===== config.mk =====
export PLATFORM = sky130hd
export DESIGN_NAME = sleep_clock_gating_ctrl
export DESIGN_NICKNAME = d
export VERILOG_FILES = /design/src/design/clk_gate_pkg.sv /design/src/design/gate_select.sv /design/src/design/fault_detect.sv /design/src/design/sleep_clock_gating_ctrl.sv
export SDC_FILE = /design/constraint.sdc
export NUM_CORES = 1
export LEC_CHECK = 0
export CORE_ASPECT_RATIO = 1.4
export CORE_MARGIN = 3
export CORE_UTILIZATION = 25
export DETAILED_ROUTE_END_ITERATION = 16
export DONT_BUFFER_PORTS = 1
export PLACE_DENSITY = 0.48
export SETUP_SLACK_MARGIN = 0.5
export SYNTH_ARGS = -nofsm -noshare
export SYNTH_HDL_FRONTEND = slang
export SYNTH_SLANG_ARGS = --single-unit

===== constraint.sdc =====
create_clock -name ref_clk -period 2.03 [get_ports ref_clk]
set_input_delay 0.1015 -clock ref_clk [delete_from_list [all_inputs] [get_ports ref_clk]]
set_output_delay 0.1015 -clock ref_clk [all_outputs]
set_load 0.1 [all_outputs]

===== src/design/clk_gate_pkg.sv =====
// Package for the sleep clock gating controller: offsets, field layout, reset values, modes.
// Assumes a 32-bit register port with word offsets and a single system clock.
package clk_gate_pkg;
	localparam int ADDR_W = 12;
	localparam int DATA_W = 32;
	localparam int UNIT_N = 8;
	// Register offsets
	localparam logic [ADDR_W-1:0] RUN_GATE_OFS = 12'h104;
	localparam logic [ADDR_W-1:0] SLEEP_GATE_OFS = 12'h114;
	localparam logic [ADDR_W-1:0] DEEP_GATE_OFS = 12'h124;
	localparam logic [ADDR_W-1:0] RUN_CFG_OFS = 12'h060;
	localparam logic [ADDR_W-1:0] IRQ_STATUS_OFS = 12'h200;
	localparam logic [ADDR_W-1:0] IRQ_ENABLE_OFS = 12'h204;
	localparam logic [ADDR_W-1:0] IRQ_CLEAR_OFS = 12'h208;
	localparam logic [ADDR_W-1:0] POWER_MODE_OFS = 12'h20C;
	// Gate register layout
	localparam logic [DATA_W-1:0] GATE_RESET = 32'h0000_0000;
	localparam logic [DATA_W-1:0] GATE_WRITABLE = 32'h0107_1013;
	localparam int ASYNC_ZERO_BIT = 0;
	localparam int ASYNC_ONE_BIT = 1;
	localparam int SYNC_ZERO_BIT = 4;
	localparam int TWO_WIRE_BIT = 12;
	localparam int COUNTER_ZERO_BIT = 16;
	localparam int COUNTER_ONE_BIT = 17;
	localparam int COUNTER_TWO_BIT = 18;
	localparam int COMPARATOR_BIT = 24;
	// Unit index to gate bit position
	localparam int UNIT_BIT [UNIT_N] = '{ASYNC_ZERO_BIT, ASYNC_ONE_BIT, SYNC_ZERO_BIT,
		TWO_WIRE_BIT, COUNTER_ZERO_BIT, COUNTER_ONE_BIT, COUNTER_TWO_BIT, COMPARATOR_BIT};
	// Run clock configuration layout
	localparam int AUTO_GATE_BIT = 27;
	localparam logic [DATA_W-1:0] RUN_CFG_RESET = 32'h0000_0000;
	// Interrupt status layout
	localparam int IRQ_FAULT_BIT = 0;
	localparam int IRQ_W = 1;
	localparam logic [IRQ_W-1:0] IRQ_RESET = 1'h0;
	// Power modes
	typedef enum logic [1:0] {
		MODE_RUN = 2'h0,
		MODE_SLEEP = 2'h1,
		MODE_DEEP = 2'h2
	} power_mode_t;
	localparam logic [1:0] MODE_RESET = 2'h0;
endpackage : clk_gate_pkg


===== src/design/gate_select.sv =====
// Chooses the active per-unit enable set from run, sleep and deep-sleep gate registers.
// Assumes the power mode and the auto gating select are stable register outputs.
module gate_select
	import clk_gate_pkg::*;
(
	input wire logic [DATA_W-1:0] runGate,
	input wire logic [DATA_W-1:0] sleepGate,
	input wire logic [DATA_W-1:0] deepGate,
	input wire logic autoGate,
	input wire logic [1:0] powerMode,
	output logic [UNIT_N-1:0] unitEnable
);
	wire logic [DATA_W-1:0] activeGate;
	wire logic sleeping;
	wire logic deep;

	// Sleep sets apply only with auto gating; otherwise run enables stay in force
	assign sleeping = autoGate && (powerMode == MODE_SLEEP);
	assign deep = autoGate && (powerMode == MODE_DEEP);
	assign activeGate = sleeping ? sleepGate : (deep ? deepGate : runGate);

	// One enable per covered unit, picked from its documented bit
	genvar u;
	generate
		for (u = 0; u < UNIT_N; u++) begin : g_unit
			assign unitEnable[u] = activeGate[UNIT_BIT[u]];
		end
	endgenerate
endmodule : gate_select


===== src/design/fault_detect.sv =====
// Flags a peripheral access aimed at a unit whose clock is currently off.
// Assumes the system bus presents a one-hot unit select with a valid strobe.
module fault_detect
	import clk_gate_pkg::*;
(
	input wire logic [UNIT_N-1:0] unitEnable,
	input wire logic [UNIT_N-1:0] periphSel,
	input wire logic periphValid,
	output logic faultNow
);
	wire logic [UNIT_N-1:0] gatedHit;

	// Any selected unit without a clock turns the access into a fault
	assign gatedHit = periphSel & ~unitEnable;
	assign faultNow = periphValid && (|gatedHit);
endmodule : fault_detect


===== src/design/sleep_clock_gating_ctrl.sv =====
// Sleep clock gating controller: gate registers, mode selection, bus fault and interrupt.
// Assumes a one-cycle register port and that the clock gating cells sit downstream.
//
// Chosen here: the strobed register port.
module sleep_clock_gating_ctrl
	import clk_gate_pkg::*;
(
	input wire logic ref_clk,
	input wire logic rst_n,
	input wire logic [ADDR_W-1:0] regAddr,
	input wire logic [DATA_W-1:0] regWdata,
	input wire logic regWrite,
	input wire logic regRead,
	output logic [DATA_W-1:0] regRdata,
	input wire logic [UNIT_N-1:0] periphSel,
	input wire logic periphValid,
	output logic busFault,
	output logic async_serial_zero_gate,
	output logic async_serial_one_gate,
	output logic sync_serial_zero_gate,
	output logic two_wire_zero_gate,
	output logic general_counter_zero_gate,
	output logic general_counter_one_gate,
	output logic general_counter_two_gate,
	output logic comparator_zero_gate,
	output logic irq
);
	logic [DATA_W-1:0] run_clock_gate_one;
	logic [DATA_W-1:0] sleep_clock_gate_one;
	logic [DATA_W-1:0] deep_sleep_clock_gate_one;
	logic [DATA_W-1:0] run_clock_config;
	power_mode_t powerMode;
	logic [IRQ_W-1:0] irqStatus;
	logic [IRQ_W-1:0] irqEnable;
	wire logic [UNIT_N-1:0] unitEnable;
	wire logic faultNow;
	wire logic auto_gating_select;
	wire logic hitRun, hitSleep, hitDeep, hitCfg;
	wire logic hitStatus, hitEnable, hitClear, hitMode;
	wire logic [DATA_W-1:0] next_rdata;
	wire logic [DATA_W-1:0] gateWrite;
	wire logic [IRQ_W-1:0] faultEvent;
	wire logic [IRQ_W-1:0] next_irqStatus;

	// Address decode
	assign hitRun = (regAddr == RUN_GATE_OFS);
	assign hitSleep = (regAddr == SLEEP_GATE_OFS);
	assign hitDeep = (regAddr == DEEP_GATE_OFS);
	assign hitCfg = (regAddr == RUN_CFG_OFS);
	assign hitStatus = (regAddr == IRQ_STATUS_OFS);
	assign hitEnable = (regAddr == IRQ_ENABLE_OFS);
	assign hitClear = (regAddr == IRQ_CLEAR_OFS);
	assign hitMode = (regAddr == POWER_MODE_OFS);

	// Only the documented enable bits store; reserved bits stay zero
	assign gateWrite = regWdata & GATE_WRITABLE;
	assign auto_gating_select = run_clock_config[AUTO_GATE_BIT];

	// Read mux; unmapped addresses and the clear register read as zero
	assign next_rdata = hitRun ? run_clock_gate_one :
		hitSleep ? sleep_clock_gate_one :
		hitDeep ? deep_sleep_clock_gate_one :
		hitCfg ? run_clock_config :
		hitStatus ? {{(DATA_W-IRQ_W){1'b0}}, irqStatus} :
		hitEnable ? {{(DATA_W-IRQ_W){1'b0}}, irqEnable} :
		hitMode ? {{(DATA_W-2){1'b0}}, powerMode} :
		GATE_RESET;

	// Fault event sets the sticky bit; a clear in the same cycle loses to it
	assign faultEvent = faultNow ? {IRQ_W{1'b1}} : IRQ_RESET;
	assign next_irqStatus = faultEvent |
		(irqStatus & ~((regWrite && hitClear) ? regWdata[IRQ_W-1:0] : IRQ_RESET));

	gate_select u_select (
		.runGate(run_clock_gate_one),
		.sleepGate(sleep_clock_gate_one),
		.deepGate(deep_sleep_clock_gate_one),
		.autoGate(auto_gating_select),
		.powerMode(powerMode),
		.unitEnable(unitEnable)
	);

	fault_detect u_fault (
		.unitEnable(unitEnable),
		.periphSel(periphSel),
		.periphValid(periphValid),
		.faultNow(faultNow)
	);

	// Gate registers; all clear at reset so every unit starts unclocked
	always_ff @(posedge ref_clk) begin
		if (!rst_n) begin
			run_clock_gate_one <= GATE_RESET;
			sleep_clock_gate_one <= GATE_RESET;
			deep_sleep_clock_gate_one <= GATE_RESET;
		end else if (regWrite) begin
			if (hitRun) run_clock_gate_one <= gateWrite;
			if (hitSleep) sleep_clock_gate_one <= gateWrite;
			if (hitDeep) deep_sleep_clock_gate_one <= gateWrite;
		end
	end

	// Configuration: only the auto gating select bit is kept
	always_ff @(posedge ref_clk) begin
		if (!rst_n) begin
			run_clock_config <= RUN_CFG_RESET;
			powerMode <= MODE_RUN;
		end else if (regWrite) begin
			if (hitCfg) run_clock_config <= regWdata & (32'h0000_0001 << AUTO_GATE_BIT);
			if (hitMode) powerMode <= power_mode_t'(regWdata[1:0]);
		end
	end

	// Interrupt registers
	always_ff @(posedge ref_clk) begin
		if (!rst_n) begin
			irqStatus <= IRQ_RESET;
			irqEnable <= IRQ_RESET;
			irq <= 1'b0;
		end else begin
			irqStatus <= next_irqStatus;
			if (regWrite && hitEnable) irqEnable <= regWdata[IRQ_W-1:0];
			irq <= |(next_irqStatus & ((regWrite && hitEnable) ? regWdata[IRQ_W-1:0] : irqEnable));
		end
	end

	// Read data and bus fault, registered so outputs come from flops
	always_ff @(posedge ref_clk) begin
		if (!rst_n) begin
			regRdata <= GATE_RESET;
			busFault <= 1'b0;
		end else begin
			regRdata <= regRead ? next_rdata : GATE_RESET;
			busFault <= faultNow;
		end
	end

	// Per-unit clock enables out to the gating cells
	always_ff @(posedge ref_clk) begin
		if (!rst_n) begin
			{comparator_zero_gate, general_counter_two_gate, general_counter_one_gate,
				general_counter_zero_gate, two_wire_zero_gate, sync_serial_zero_gate,
				async_serial_one_gate, async_serial_zero_gate} <= 8'h00;
		end else begin
			{comparator_zero_gate, general_counter_two_gate, general_counter_one_gate,
				general_counter_zero_gate, two_wire_zero_gate, sync_serial_zero_gate,
				async_serial_one_gate, async_serial_zero_gate} <= unitEnable;
		end
	end
endmodule : sleep_clock_gating_ctrl


* Yosys cells after proc, flatten, opt, wreduce, memory -nomap -nowiden
Index checks and enable logic that the tools add are counted.
** Word-level totals
- Memory bits (read-only) :: 0
- Input bits :: 57
- Memories :: 0
- Output and inout port bits :: 42
- Latch bits :: 0
- Memory bits (writable) :: 0
- Flip-flop bits (word level) :: 71
- Word-level logic and storage cells :: 63
** Cells by class
- Muxes and demuxes :: 12
- Shift-type cells :: 0
- Magnitude comparators :: 0
- Divide/modulo/power cells :: 0
- Reductions and logical operators :: 14
- Bitwise operators :: 7
- Equal/unequal tests :: 10
- Multiply operators :: 0
- Add/subtract/negate cells :: 0
** Operator list (count)
- $mux W25 :: 5
- $eq A12 B10 Y1 const B :: 4
- $eq A12 B9 Y1 const B :: 3
- $mux W28 :: 1
- $eq A12 B7 Y1 const B :: 1
- $reduce_and A2 Y1 :: 6
- $and A8 B8 Y8 :: 1
- $not A8 Y8 :: 1
- $reduce_or A8 Y1 :: 1
- $reduce_or A7 Y1 :: 1
- $mux W2 :: 3
- $logic_and A1 B1 Y1 :: 5
- $reduce_or A4 Y1 :: 1
- $mux W1 :: 3
- $and A1 B1 Y1 :: 2
- $eq A2 B1 Y1 const B :: 1
- $eq A2 B2 Y1 const B :: 1
- $not A1 Y1 :: 2
- $or A1 B1 Y1 :: 1

* Logic depth before layout (Yosys ltp)
- Depth after elaboration :: 11
- Mapped depth :: 8
- Depth with buffers taken out :: 6

* By module
From an unflattened synthesis, not the netlist that was laid out.
** Second synthesis, totals
- Cells, all modules :: 287
- Area, all modules :: 2537.4 um^2
** Modules (own cells, without submodules)
- sleep_clock_gating_ctrl :: seq. area each 960.9 um^2, cells each 225, area an instance 2127.0 um^2, instances 1
- gate_select :: seq. area each 0.0 um^2, cells each 49, area an instance 344.1 um^2, instances 1
- fault_detect :: seq. area each 0.0 um^2, cells each 13, area an instance 66.3 um^2, instances 1

* Least setup slack after synthesis
No wires, ideal clock.
- Path kind :: flip-flop to flip-flop
- Start :: register powerMode[1]
- End :: register irqStatus
- Clock period less this slack :: 1697 ps
- Stages on the path, launching flop included :: 8
- Arrival time :: 1566 ps
- Setup time :: 131 ps
- Buffers on the path :: 1
- Required time :: 1899 ps
- Setup slack :: 333 ps
- Cells stage by stage :: dfxtp_1 -> buf_6 -> nor2_1 -> a32o_2 -> a2111oi_4 -> a2111o_1 -> o21ai_2 -> a21oi_2
** Between the ends
- Word-level cells in the longest chain between the ends :: 10
- Elaborated cells between the ends (all ways) :: 12
- Classes of those cells :: eq/ne (2); mux (3); bitwise (3); reduce/logical (4)
** RTL lines
- from (decl) :: RTL line sleep_clock_gating_ctrl.sv:32 : power_mode_t powerMode;
- from (signal assigned) :: RTL line sleep_clock_gating_ctrl.sv:110 : if (hitMode) powerMode <= power_mode_t'(regWdata[1:0]);
- $eq A2 B2 Y1 :: RTL line gate_select.sv:19 : assign deep = autoGate && (powerMode == MODE_DEEP);
- $logic_and A1 B1 Y1 :: RTL line gate_select.sv:19
- $mux W25 :: RTL line gate_select.sv:20 : assign activeGate = sleeping ? sleepGate : (deep ? deepGate : runGate);
- $mux W25 (*) :: RTL line gate_select.sv:20
- $not A8 Y8 (*) :: RTL line fault_detect.sv:14 : assign gatedHit = periphSel & ~unitEnable;
- $and A8 B8 Y8 (*) :: RTL line fault_detect.sv:14
- $reduce_or A8 Y1 (*) :: RTL line fault_detect.sv:15 : assign faultNow = periphValid && (|gatedHit);
- $logic_and A1 B1 Y1 (*) :: RTL line fault_detect.sv:15
- $mux W1 (*) :: RTL line sleep_clock_gating_ctrl.sv:70 : assign faultEvent = faultNow ? {IRQ_W{1'b1}} : IRQ_RESET;
- $or A1 B1 Y1 (*) :: RTL line sleep_clock_gating_ctrl.sv:71 : assign next_irqStatus = faultEvent |
- to (signal assigned) :: RTL line sleep_clock_gating_ctrl.sv:121 : irqStatus <= next_irqStatus;
- to (decl) :: RTL line sleep_clock_gating_ctrl.sv:33 : logic [IRQ_W-1:0] irqStatus;
Mark *: on every way between the ends. The rest lies on a longest branch, timed or not.
A chain may end at the register's enable or synchronous reset.

* Worst setup path in the final report
- Start :: register powerMode[0]
- End :: register irqStatus
Same word-level chain as after synthesis.

==> run summary <==
clock root buffer - clkbuf_16
RSZ-0062 raised after global routing - true
setup ws final - 0.288 ns
xor-xnor portion of the synthesized cell area - 0
hold_sp - regWdata[0]
setup_tns - 0 ns
Initial DRC Count - 241
Critical Path RT - 2.18 ns
hpwl dp - 5.16 mm
total iterations of the first detailed-routing run - 4
DR DRC count - 0
wirelength, routed - 7.34 mm
# IOs - 99
Crit Path Max Fanout - 7
outcome - completed
Max stage delay on crit path - 0.42 ns
Worst Reg-to-Reg Cells - 6
clock-pin slew on the worst setup and hold paths - 0.06 ns
Post-Synth Simple-Gate Area - 0.256
critical path, cell by cell - or3b_4, nand4_1, a21oi_2, a2111o_1, o21ai_4, a21oi_2
Top delay family on crit path - compound AO/OA/AOI/OAI gates
max cap viols - 0
CTS tree - done
fin crit share - 0.858
syn avg cell area - 8.37 µm²
Initial Utilization - 0.259
Critical Path AT - 1.90 ns
leakage - 1.11 nW
Max Freq - 574 MHz
Crit Reg-Reg Startpoint - powerMode[0]
CP max stage cell - a2111o_1
Post-synth EDFFs - 0
per-cell routed wire length - 15.7 µm
Slew Viols, Final - 0
first-pass GRT wire length - 11.4 mm
PortBufs - 0
relative slew slack - 0.364
Yosys cell types - 53
Crit Path Class - reg2reg
Critical path origin - powerMode[0]
Tmin final - 1.74 ns
most frequent cells in the layout - nand2_1 (48), dfxtp_1 (44), buf_4 (36)
Final Cell Area - 3090 µm²
number of H-tree levels - 2
Compound-Gate Fraction of Synth Area - 0.202
number of global-route vias before repair - 2,133
GP Congestion - 0.785
Post-Synthesis Cells - 296
Synth-to-Final Area Change - 24.6%
hold path cells - 2
grt ovf - 0
Placed Area - 2720 µm²
power density cells - 650 nW/µm²
VDD IR-drop max - 0.000383 V
Fin Hold WS - 0.0000493 ns
commonest non-fill, non-tap cell in the layout - nand2_1
Post-Synth Adder-Cell Area - 0
n_diodes - 0
largest family of logic cells by synthesized area - simple AND/OR/NAND/NOR gates
ys async rst share - 0
DR vias/cell - 4.80
Sink Count - 48
Crit. End Element - flip-flop
Ys Warns - 0
sequential fraction of the synthesis area - 0.388
Die W - 90.2 µm
Setup-failing EPs final - 0
CP bufs+invs - 0
Slew @ Worst Pin - 0.951 ns
Place WS - 0.164 ns
Worst-Skew Late Latency - 0.28 ns
final net count - 394
Netlist Area Pre-Place - 2480 µm²
Max clock buf depth - 2
CTS buffer count - 5
Worst path depth - 6
register bit count reported by yosys - 48
Die Footprint - 11,200 µm²
Clock Skew - 0.00345 ns
total power - 2.01 mW
Cell Rows - 42
Hold Crit Class - in2reg
Worst setup SP type - flip-flop
pin count of the biggest net entering global routing - 38
Tot GR Track Use - 0.130
total vias in the final route - 2,251
Routed Antenna Nets - 0
antenna violations before repair - 0
CP dominant cell by count - a21oi_2
layout cell share with drive strength beyond 1 - 0.217
mux cell area share after synthesis - 0.0404
Fin. Hold Viols - 0
Main synth FF type - dfxtp_1
Core Area - 9560 µm²
Die H - 124 µm
==> sequential cells by signal (all words and copies together), names as in the netlist, 2 cells and up <==
name,count
regRdata,9
sleep_clock_gate_one,8
powerMode,2
run_clock_gate_one,8
deep_sleep_clock_gate_one,8
==> cell families after synthesis <==
| family | after synthesis |
|---|---|
| buf+inv | 45 |
| simple gates | 121 |
| mux | 10 |
| compound gates | 71 |
| other cells | 1 |
| flops | 48 |
==> per-stage QoR <==
stage,cells,util
2_1_floorplan,318,-
3_3_place_gp,443,0.285
3_5_place_dp,443,0.285
4_1_cts,468,0.321
5_1_grt,469,0.323
6_report,469,0.323
==> power by group <==
group          total [mW]  internal, mW  switching [mW]
Combinational       0.280        0.0371           0.243
Clock               0.787         0.449           0.338
Sequential          0.943         0.941         0.00127
Total                2.01          1.43           0.583
==> what timing repair did <==
action,4_1_cts,5_1_grt
hold buffers,13,0
pin swaps,7,8
endpoints found under the setup margin,4,3
gates resized for setup,7,7
setup buffers,5,1
hold endpoints to repair,32,0
==> synth_stat cells (4+ instances only) <==
cell	instances	area, µm²
nand2b_1	5	31.3
buf_4	23	173
clkbuf_1	9	33.8
mux2i_1	10	100
a21oi_1	28	140
nand4_1	7	43.8
a31oi_1	4	25.0
inv_1	5	18.8
nand3b_1	5	37.5
dfxtp_1	48	961
buf_2	6	30.0
a21o_1	4	30.0
nand3_1	25	125
o21ai_0	7	35.0
nand2_1	48	180
a22o_1	4	35.0
nor2_1	10	37.5
==> final cells by class <==
cell class / instances / area, µm²
Multi-Input combinational cell: 225 / 1360
Clock inverter: 1 / 5.00
Sequential cell: 48 / 971
Tap cell: 132 / 165
Clock buffer: 6 / 129
Fill cell: 1051 / 6470
Inverter: 5 / 18.8
Timing Repair Buffer: 52 / 443
==> worst reg2reg max path, stage by stage (launching register included) <==
cell      delay, ns
dfxtp_4        0.38
or3b_4         0.40
nand4_1        0.10
a21oi_2        0.05
a2111o_1       0.42
o21ai_4        0.21
a21oi_2        0.07
==> path summary, 6_finish.rpt <==
check	to	slack (ns)
max	irqStatus	0.29
min	irqEnable	0.00005
max reg2reg	irqStatus	0.29
min reg2reg	sleep_clock_gate_one[17]	0.47
==> metal layers <==
layer  share of wire  GRT usage  up-vias
li1                -          -     1093
met1            0.41      0.161     1057
met2            0.50      0.223       91
met3           0.071     0.0272       10
met4           0.025     0.0469        0
met5               0          0        -
Note: power is estimated with default switching activity, not from simulation.
